## config.mk

```make
export PLATFORM = sky130hd
export DESIGN_NAME = hoc_control
export DESIGN_NICKNAME = d
export VERILOG_FILES = /design/src/hoc_control.v /design/src/hoc_sof_timer.v /design/src/hoc_sync.v
export VERILOG_INCLUDE_DIRS = /design/src /design/src/src
export SDC_FILE = /design/constraint.sdc
export NUM_CORES = 1
export LEC_CHECK = 0
export BUFFER_PORTS_ARGS = -buffer_cell sky130_fd_sc_hd__clkbuf_2
export CORE_ASPECT_RATIO = 1.75
export CORE_MARGIN = 5
export CORE_UTILIZATION = 35
export DETAILED_ROUTE_END_ITERATION = 16
export PLACE_DENSITY = 0.66
export SYNTH_ARGS = -nofsm -noshare
export SYNTH_HDL_FRONTEND = slang
export SYNTH_HIERARCHICAL = 1
export SYNTH_SLANG_ARGS = --single-unit
```

## constraint.sdc

```tcl
create_clock -name clk_in -period 3.3 [get_ports clk_in]
set_input_delay 0.33 -clock clk_in [delete_from_list [all_inputs] [get_ports clk_in]]
set_output_delay 0.33 -clock clk_in [all_outputs]
set_load 0.02 [all_outputs]
```

## src/hoc_map.vh

```
// register offsets, fields, reset values and timing for the control register
`ifndef HOC_MAP_VH
`define HOC_MAP_VH
`define HOC_CTRL_OFFSET     8'h04
`define HOC_CTRL_RESET      32'h0000_0000
`define HOC_CTRL_RW_MASK    32'h0000_07FF
`define HOC_RATIO_LSB       0
`define HOC_PERIODIC_BIT    2
`define HOC_ISO_BIT         3
`define HOC_CONTROL_BIT     4
`define HOC_BULK_BIT        5
`define HOC_STATE_LSB       6
`define HOC_ROUTING_BIT     8
`define HOC_CONNECTED_BIT   9
`define HOC_WAKE_BIT        10
`define HOC_STATE_RESET     2'h0
`define HOC_STATE_RESUME    2'h1
`define HOC_STATE_OPER      2'h2
`define HOC_STATE_SUSPEND   2'h3
`define HOC_SOF_DELAY_NS    1000000
`define HOC_CLK_PERIOD_NS   10
`define HOC_SOF_DELAY_CYC   (`HOC_SOF_DELAY_NS / `HOC_CLK_PERIOD_NS)
`endif

```

## src/hoc_control.v

```verilog
// host operating control register with state, enables and routing
// Overview of operation
// - register sits at byte offset 04h and reads zero after hardware reset
// - only state field changes without a software write or reset
// - wake-up enable plus resume-detected status signals remote wake-up
// - wake-up enable does not affect interrupt generation
// - wake-up-connected cleared by hardware reset, kept on software reset
// - routing bit clear uses bus interrupt, set uses management interrupt
// - routing bit cleared by hardware reset, kept on software reset
// - state field 7:6: 00 reset, 01 resume, 10 operational, 11 suspend
// - entering operational starts frame generation 1 ms later
// - hardware changes state only in suspend, moving to resume on resume
// - software reset gives suspend; hardware reset gives reset state
// - bulk enable takes effect at next frame start
// - control enable takes effect at next frame start
// - periodic enable takes effect at next frame start
// - isochronous disabled stops periodic list at first isochronous item
// - ratio field gives one to four control items per bulk item
`timescale 1ns/1ns
`include "hoc_map.vh"
module hoc_control #(
  parameter SOF_DELAY_CYC = `HOC_SOF_DELAY_CYC
) (
  input  wire        clk_in,
  input  wire        rst_n_in,
  input  wire        soft_reset_in,
  input  wire        wr_en_in,
  input  wire        rd_en_in,
  input  wire [7:0]  addr_in,
  input  wire [31:0] wr_data_in,
  output reg  [31:0] rd_data_out,
  input  wire        resume_detect_in,
  input  wire        resume_status_in,
  input  wire        int_event_in,
  input  wire        sof_in,
  input  wire        iso_found_in,
  input  wire        control_served_in,
  output reg         periodic_go_out,
  output reg         control_go_out,
  output reg         bulk_go_out,
  output wire        iso_halt_out,
  output wire        serve_control_out,
  output wire        bus_irq_out,
  output wire        smi_out,
  output wire        remote_wake_out,
  output wire        root_reset_out,
  output wire        sof_run_out,
  output wire [1:0]  functional_state_out
);
  reg        rst_meta;
  reg        rst_n;
  reg [1:0]  functional_state;
  reg [1:0]  control_bulk_ratio;
  reg        periodic_list_enable;
  reg        isochronous_enable;
  reg        control_list_enable;
  reg        bulk_list_enable;
  reg        interrupt_routing;
  reg        wakeup_connected;
  reg        wakeup_enable;
  reg        iso_go;
  reg [2:0]  ctrl_count;
  reg [1:0]  next_state;
  reg [1:0]  prev_state;
  wire       hit;
  wire       resume_sync;
  wire [1:0] wr_state;

  // reset release through two flops
  always @(posedge clk_in or negedge rst_n_in) begin
    if (!rst_n_in) begin
      rst_meta <= 1'b0;
      rst_n    <= 1'b0;
    end else begin
      rst_meta <= 1'b1;
      rst_n    <= rst_meta;
    end
  end

  // resume signalling arrives from the port pins
  hoc_sync #(
    .WIDTH (1)
  ) u_resume_sync (
    .clk_in   (clk_in),
    .rst_n_in (rst_n),
    .async_in (resume_detect_in),
    .sync_out (resume_sync)
  );

  assign hit      = (addr_in == `HOC_CTRL_OFFSET);
  assign wr_state = wr_data_in[`HOC_STATE_LSB+1:`HOC_STATE_LSB];

  // state field: software write, or suspend to resume
  always @* begin
    next_state = functional_state;
    if (wr_en_in && hit) begin
      next_state = wr_state;
    end else if (functional_state == `HOC_STATE_SUSPEND &&
                 resume_sync) begin
      next_state = `HOC_STATE_RESUME;
    end
  end

  // software-owned fields and state
  always @(posedge clk_in or negedge rst_n) begin
    if (!rst_n) begin
      functional_state     <= `HOC_STATE_RESET;
      control_bulk_ratio   <= 2'h0;
      periodic_list_enable <= 1'b0;
      isochronous_enable   <= 1'b0;
      control_list_enable  <= 1'b0;
      bulk_list_enable     <= 1'b0;
      interrupt_routing    <= 1'b0;
      wakeup_connected     <= 1'b0;
      wakeup_enable        <= 1'b0;
    end else if (soft_reset_in) begin
      // routing and connected kept
      functional_state     <= `HOC_STATE_SUSPEND;
      control_bulk_ratio   <= 2'h0;
      periodic_list_enable <= 1'b0;
      isochronous_enable   <= 1'b0;
      control_list_enable  <= 1'b0;
      bulk_list_enable     <= 1'b0;
      wakeup_enable        <= 1'b0;
    end else begin
      functional_state <= next_state;
      if (wr_en_in && hit) begin
        // only writes touch these fields
        control_bulk_ratio   <= wr_data_in[`HOC_RATIO_LSB+1:
                                           `HOC_RATIO_LSB];
        periodic_list_enable <= wr_data_in[`HOC_PERIODIC_BIT];
        isochronous_enable   <= wr_data_in[`HOC_ISO_BIT];
        control_list_enable  <= wr_data_in[`HOC_CONTROL_BIT];
        bulk_list_enable     <= wr_data_in[`HOC_BULK_BIT];
        interrupt_routing    <= wr_data_in[`HOC_ROUTING_BIT];
        wakeup_connected     <= wr_data_in[`HOC_CONNECTED_BIT];
        wakeup_enable        <= wr_data_in[`HOC_WAKE_BIT];
      end
    end
  end

  // read data, reserved bits as zero
  always @(posedge clk_in or negedge rst_n) begin
    if (!rst_n) begin
      rd_data_out <= `HOC_CTRL_RESET;
    end else if (rd_en_in && hit) begin
      rd_data_out <= {21'h000000, wakeup_enable, wakeup_connected,
                      interrupt_routing, functional_state,
                      bulk_list_enable, control_list_enable,
                      isochronous_enable, periodic_list_enable,
                      control_bulk_ratio};
    end else begin
      rd_data_out <= 32'h0000_0000;
    end
  end

  // list enables sampled at each frame start
  always @(posedge clk_in or negedge rst_n) begin
    if (!rst_n) begin
      periodic_go_out <= 1'b0;
      control_go_out  <= 1'b0;
      bulk_go_out     <= 1'b0;
      iso_go          <= 1'b0;
      prev_state      <= `HOC_STATE_RESET;
    end else begin
      prev_state <= functional_state;
      if (sof_in) begin
        periodic_go_out <= periodic_list_enable;
        control_go_out  <= control_list_enable;
        bulk_go_out     <= bulk_list_enable;
        iso_go          <= isochronous_enable;
      end
    end
  end

  // isochronous item with iso disabled ends periodic pass
  assign iso_halt_out = iso_found_in && !iso_go;

  // control-to-bulk counter, kept across frames
  // after ratio+1 control items one cycle is given to bulk, then restart
  always @(posedge clk_in or negedge rst_n) begin
    if (!rst_n) begin
      ctrl_count <= 3'h0;
    end else if (ctrl_count > {1'b0, control_bulk_ratio}) begin
      ctrl_count <= 3'h0;
    end else if (control_served_in) begin
      ctrl_count <= ctrl_count + 3'h1;
    end
  end
  assign serve_control_out = (ctrl_count <= {1'b0, control_bulk_ratio});

  // frame start delay after entering operational
  hoc_sof_timer #(
    .DELAY_CYC (SOF_DELAY_CYC)
  ) u_sof_timer (
    .clk_in      (clk_in),
    .rst_n_in    (rst_n),
    .enter_in    (functional_state == `HOC_STATE_OPER &&
                  prev_state != `HOC_STATE_OPER),
    .oper_in     (functional_state == `HOC_STATE_OPER),
    .sof_run_out (sof_run_out)
  );

  // interrupt routing, independent of wake-up enable
  assign bus_irq_out = int_event_in && !interrupt_routing;
  assign smi_out     = int_event_in && interrupt_routing;
  assign remote_wake_out = wakeup_enable && resume_status_in;
  assign root_reset_out  = (functional_state == `HOC_STATE_RESET);
  assign functional_state_out = functional_state;
endmodule // hoc_control

```

## src/hoc_sof_timer.v

```verilog
// counts the delay from entering operational to the first frame start
`timescale 1ns/1ns
module hoc_sof_timer #(
  parameter DELAY_CYC = 100000
) (
  input  wire clk_in,
  input  wire rst_n_in,
  input  wire enter_in,
  input  wire oper_in,
  output reg  sof_run_out
);
  reg [31:0] count;

  // restart on entry, abort when leaving operational
  always @(posedge clk_in or negedge rst_n_in) begin
    if (!rst_n_in) begin
      count       <= 32'h0000_0000;
      sof_run_out <= 1'b0;
    end else if (!oper_in) begin
      count       <= 32'h0000_0000;
      sof_run_out <= 1'b0;
    end else if (enter_in) begin
      count       <= 32'h0000_0000;
      sof_run_out <= 1'b0;
    end else if (!sof_run_out) begin
      if (count == DELAY_CYC - 1) begin
        sof_run_out <= 1'b1;
      end else begin
        count <= count + 32'h0000_0001;
      end
    end
  end
endmodule // hoc_sof_timer

```

## src/hoc_sync.v

```verilog
// two-flop synchroniser for levels arriving from outside the clock domain
`timescale 1ns/1ns
module hoc_sync #(
  parameter WIDTH = 1
) (
  input  wire             clk_in,
  input  wire             rst_n_in,
  input  wire [WIDTH-1:0] async_in,
  output reg  [WIDTH-1:0] sync_out
);
  reg [WIDTH-1:0] stage_one;

  // first stage is only read by the second
  always @(posedge clk_in or negedge rst_n_in) begin
    if (!rst_n_in) begin
      stage_one <= {WIDTH{1'b0}};
      sync_out  <= {WIDTH{1'b0}};
    end else begin
      stage_one <= async_in;
      sync_out  <= stage_one;
    end
  end
endmodule // hoc_sync

```

# After elaboration in Yosys (flattened, before gate mapping)
# Cells that the tools add are included.
[word_totals]
reg_bits = 89
in_bits = 51
out_inout_bits = 44
wordCells = 76
[op_classes]
add_sub_neg = 2
n_lt_le_gt_ge = 2
eq_ne = 7
n_mux = 26
bitwise_logic = 1
n_reduce_logical = 16
[op_table]
columns = ["cell", "count"]
rows = [
  ["2-to-1 mux 32 bit", 4],
  ["adder 32 x 1 -> 32 bit (second input constant)", 1],
  ["equality test 32 x 17 -> 1 bit (second input constant)", 1],
  ["2-to-1 mux 1 bit", 14],
  ["2-to-1 mux 11 bit", 1],
  ["2-to-1 mux 2 bit", 5],
  ["equality test 8 x 3 -> 1 bit (second input constant)", 1],
  ["logical AND 1 bit", 8],
  ["2-to-1 mux 3 bit", 2],
  ["inequality test 3 x 2 -> 1 bit (second input constant)", 2],
  ["equality test 2 bit (second input constant)", 2],
  ["AND reduction 2 bit", 2],
  ["nonzero test 2 bit", 2],
  ["adder 3 x 1 -> 3 bit (second input constant)", 1],
  ["> comparator 3 x 2 -> 1 bit", 1],
  ["less-or-equal comparator 3 x 2 -> 1 bit", 1],
  ["nonzero test 3 bit", 1],
  ["logical NOT 1 bit", 2],
  ["logical NOT 2 bit", 1],
  ["inequality test 2 bit (second input constant)", 1],
  ["NOT 1 bit", 1],
]

# Depth between registers and ports, before layout
[logic_depth]
ltp_word = 5
mapped_depth = 7
mapped_depth_nobuf = 6

# Cells and area by module
# The synthesis kept the hierarchy.
[modules_own_cells]
columns = ["mod", "n_inst", "cells_per_inst", "area_per_inst_um2", "seq_area_each_um2"]
rows = [
  ["hoc_sof_timer", 1, 191, 1863.0, 825.8],
  ["hoc_control", 1, 133, 1542.7, 825.8],
  ["hoc_sync", 1, 2, 50.0, 50.0],
]

# Worst setup path after synthesis
# No wires, ideal clock.
[synth_timing]
path_type = "register -> register"
start = "register u_sof_timer.count[0]"
end = "register u_sof_timer.count[22]"
setup_ps = 132
arrival_time_ps = 1853
required_ps = 3168
slack_ps = 1315
path_stages_with_launch = 8
cell_sequence = "dfrtp_1 -> ha_1 -> nand4_2 -> or4_4 -> buf_6 -> nor4_2 -> xnor2_1 -> nor2_1"
[synth_between]
elab_chain_cells = 5
word_cells_on_any_way = 8
[synth_rtl]
columns = ["element", "line", "text"]
rows = [
  ["start: declaration", "hoc_sof_timer.v:12", "reg [31:0] count;"],
  ["start signal: assignment", "hoc_sof_timer.v:29", "count <= count + 32'h0000_0001;"],
  ["adder 32 x 1 -> 32 bit", "hoc_sof_timer.v:29", ""],
  ["2-to-1 mux 32 bit", "hoc_sof_timer.v:26", "if (count == DELAY_CYC - 1) begin"],
  ["2-to-1 mux 32 bit", "hoc_sof_timer.v:25", "end else if (!sof_run_out) begin"],
  ["2-to-1 mux 32 bit", "hoc_sof_timer.v:22", "end else if (enter_in) begin"],
  ["2-to-1 mux 32 bit", "hoc_sof_timer.v:19", "end else if (!oper_in) begin"],
]
# Parallel ways exist; a longest one is shown, timed or not. The select of a mux whose other input is x is not followed.
# A chain may end at the register's enable or synchronous reset.

# Final worst setup path
[layout_timing]
start = "register u_sof_timer.count[0]"
end = "register u_sof_timer.count[9]"
# The elaborated chain is that of the path after synthesis.

==> impl_metrics.yaml <==
timing:
  final_hold_viol_count: 0
  rsz0062_at_grt: "false"
  max_freq_mhz: 449
  setup_viol: 0
  period_share: 0.675
  tightest_slew_ns: 0.767
  fin_tns_setup_ns: 0
  max-slew-margin-rel: 0.488
  fin_crit_ns: 2.23
  report.final.slew_viol_count: 0
  fin_skew_ns: 0.00589
place:
  dp_hpwl_microns: 5390
  place.gp.congestion: 0.851
  dp_cells: 497
  io_buffers: 52
critical_path:
  r2r_start: "u_sof_timer/count[0]$_DFFE_PN0P_"
  critPathLaunch: "u_sof_timer/count[0]$_DFFE_PN0P_"
  worstSetupStartpointType: "flop"
  critPathRequiredTime_ns: 3.52
  crit_path_end_kind: "flop"
  worstPathMaxFanout: 19
  crit_type: "reg2reg"
  crit_arrival_ns: 2.45
routing:
  ant_nets: 0
  routedWlPerCell_microns: 14.2
  top_layer: "met4"
  vias_per_cell: 4.89
  wl_met1_microns: 2780
  wl_met3_microns: 414
  wl_met2_microns: 3900
  routed_wl_microns: 7290
  drc_errors: 0
  drtIter0Drc: 121
  drt_pre_antenna_iters: 4
  vias: 2516
layout:
  area_delta_synth_final_pct: 17.9
  layout-drive-gt1-share: 0.239
  fin_nets: 439
  instances_no_fill: 514
  final_common_cell: "dfrtp_1"
  n_antenna_cell: 0
  final_cell_mix: "67 x dfrtp_1, 52 x clkbuf_2, 31 x nor2_1"
yosys:
  yosysWarnings: 6
  syn_area_sq_mm: 0.00346
  ys_types: 50
  synth-seq-area-share: 0.492
  synth-edff-count: 0
  ys.flop_type: "dfrtp_1"
  synth-seq-cells: 68
  synth-async-reset-ratio: 1.00
  syn_area_per_cell_sq_um: 10.6
  syn_inst: 326
clocking:
  clock-root-buffer: "clkbuf_16"
  clk_latency_ns: 0.33
  path_clk_slew_ns: 0.05
  post_cts_buffers: 0
  cts_tree: "done"
  clock-sinks: 68
  cts_made_buffers: 9
  htree_levels: 3
  clockBufferDepth: 2
floorplanning:
  ios: 95
  die_x_microns: 85.1
  rows: 48
  dieArea_sq_mm: 0.0120
  die_h_microns: 141
  core_sq_mm: 0.00979
  start_util: 0.353
min_path:
  worstHoldPathType: "in2reg"
  hold_start: "resume_detect_in"
pwr:
  irDropWorstVdd_v: 0.000328
  total_power_uw: 1930
  powerDensity_mw_per_mm2: 474
  p_leak_uw: 0.00187
global_route:
  grt_pass1_vias: 2700
  antenna_found_initial: 0
  grt_max_degree: 36
  grt_pass1_wl_microns: 12500
  grt_overflow: 0
  track_usage: 0.130
job:
  drv_cap: 0
run_status:
  status: "completed"
[power by group]
group | leakage (uW) | switching, uW | total (uW) | internal [uW]
Sequential | 0.000921 | 22.5 | 875 | 853
Clock | 0.000135 | 347 | 893 | 546
Combinational | 0.000814 | 98.2 | 164 | 65.6
[registers in the layout, summed over array words and instances (netlist names), 2 cells and up]
| register | count |
|---|---|
| control_bulk_ratio | 2 |
| ctrl_count | 3 |
| functional_state_out | 2 |
| prev_state | 2 |
| rd_data_out | 11 |
| u_sof_timer/count | 32 |
[final timing paths]
check / end / slack (ns) / cells past startpoint
worst max-delay path: u_sof_timer/count[9]$_DFFE_PN0P_ / 1.07 / 6
worst min-delay path: u_resume_sync/stage_one$_DFF_PN0_ / 0.10 / 1
worst max register to register: u_sof_timer/count[9]$_DFFE_PN0P_ / 1.07 / 6
worst min register to register: u_sof_timer/count[20]$_DFFE_PN0P_ / 0.35 / 0
max in group asynchronous: u_sof_timer/count[0]$_DFFE_PN0P_ / 2.06 / 1
min in group asynchronous: rst_meta$_DFF_PN0_ / 0.31 / 2
[metrics by stage]
| stage | hold slack, ns | instance area, sq um | util | worst slack [ns] |
|---|---|---|---|---|
| after floorplan | 0.0344 | 3530 | - | 1.27 |
| after global placement | 0.115 | 3780 | 0.386 | 1.12 |
| after detailed placement | 0.116 | 3780 | 0.386 | 1.12 |
| after CTS | 0.0909 | 4070 | 0.416 | 1.10 |
| after global routing | 0.0874 | 4070 | 0.416 | 0.932 |
| final | 0.102 | 4070 | 0.416 | 1.07 |
[layer usage]
layer | up-vias | global-route usage
li1 | 1209 | -
met1 | 1210 | 0.138
met2 | 83 | 0.230
met3 | 14 | 0.0389
met4 | 0 | 0.0659
met5 | - | 0
[cell families (layout without fill, tap and decap cells)]
| kind of cell | Yosys count | after routing | synth area share |
|---|---|---|---|
| DFF | 68 | 68 | 0.492 |
| muxes | 16 | 16 | 0.0507 |
| buffers and inverters | 40 | 83 | 0.0688 |
| adders and majority gates | 4 | 4 | 0.0145 |
| other | 2 | 22 | 0.00217 |
| and+or+nand+nor | 153 | 153 | 0.274 |
| AOI/OAI and AO/OA | 20 | 20 | 0.0387 |
| xor gates and xnor gates | 23 | 23 | 0.0583 |
[cell type report]
type / instances / area (sq um)
timing repair buffer: 58 / 308
fill: 939 / 5720
clock buffer: 12 / 256
clock inverter: 4 / 25.0
multi-input combinational: 238 / 1590
inverter: 9 / 33.8
sequential: 68 / 1700
tap: 125 / 156
[critical path, stage by stage (launching register included)]
cell and delay (ns):
dfrtp_1 0.37, ha_1 0.23, and4_1 0.33, nand4_1 0.16
o21bai_2 0.63, nor2_1 0.16, a31o_2 0.24
[what timing repair did]
| action | 4_1_cts | 5_1_grt |
|---|---|---|
| endpoints found under the hold margin | 2 | 0 |
| gates resized for setup | 0 | 0 |
| hold buffers | 1 | 0 |
[synth_stat cells (2+ instances only)]
cell type / instances / area, sq um
dfrtp_1: 68 / 1700
nor2_1: 31 / 116
buf_4: 21 / 158
nand2b_1: 15 / 93.8
xnor2_1: 15 / 131
and2_1: 14 / 87.6
nand2_1: 13 / 48.8
nand3_1: 13 / 65.1
nor3_1: 11 / 55.1
mux2i_1: 10 / 100
nor4_1: 10 / 62.6
inv_1: 9 / 33.8
clkbuf_1: 8 / 30.0
xor2_1: 8 / 70.1
and4_1: 7 / 61.3
nand4_1: 7 / 43.8
a21oi_1: 5 / 25.0
nor2b_1: 5 / 31.3
o21ai_0: 5 / 25.0
or4_1: 5 / 37.5
ha_1: 4 / 50.1
mux2_2: 4 / 45.0
or3_1: 4 / 25.0
conb_1: 2 / 7.51
mux2_4: 2 / 30.0
nand4_2: 2 / 25.0
nor3b_1: 2 / 15.0
o211ai_1: 2 / 15.0
o21bai_1: 2 / 15.0
or4_4: 2 / 22.5
Note: power is estimated with default switching activity, not from simulation.
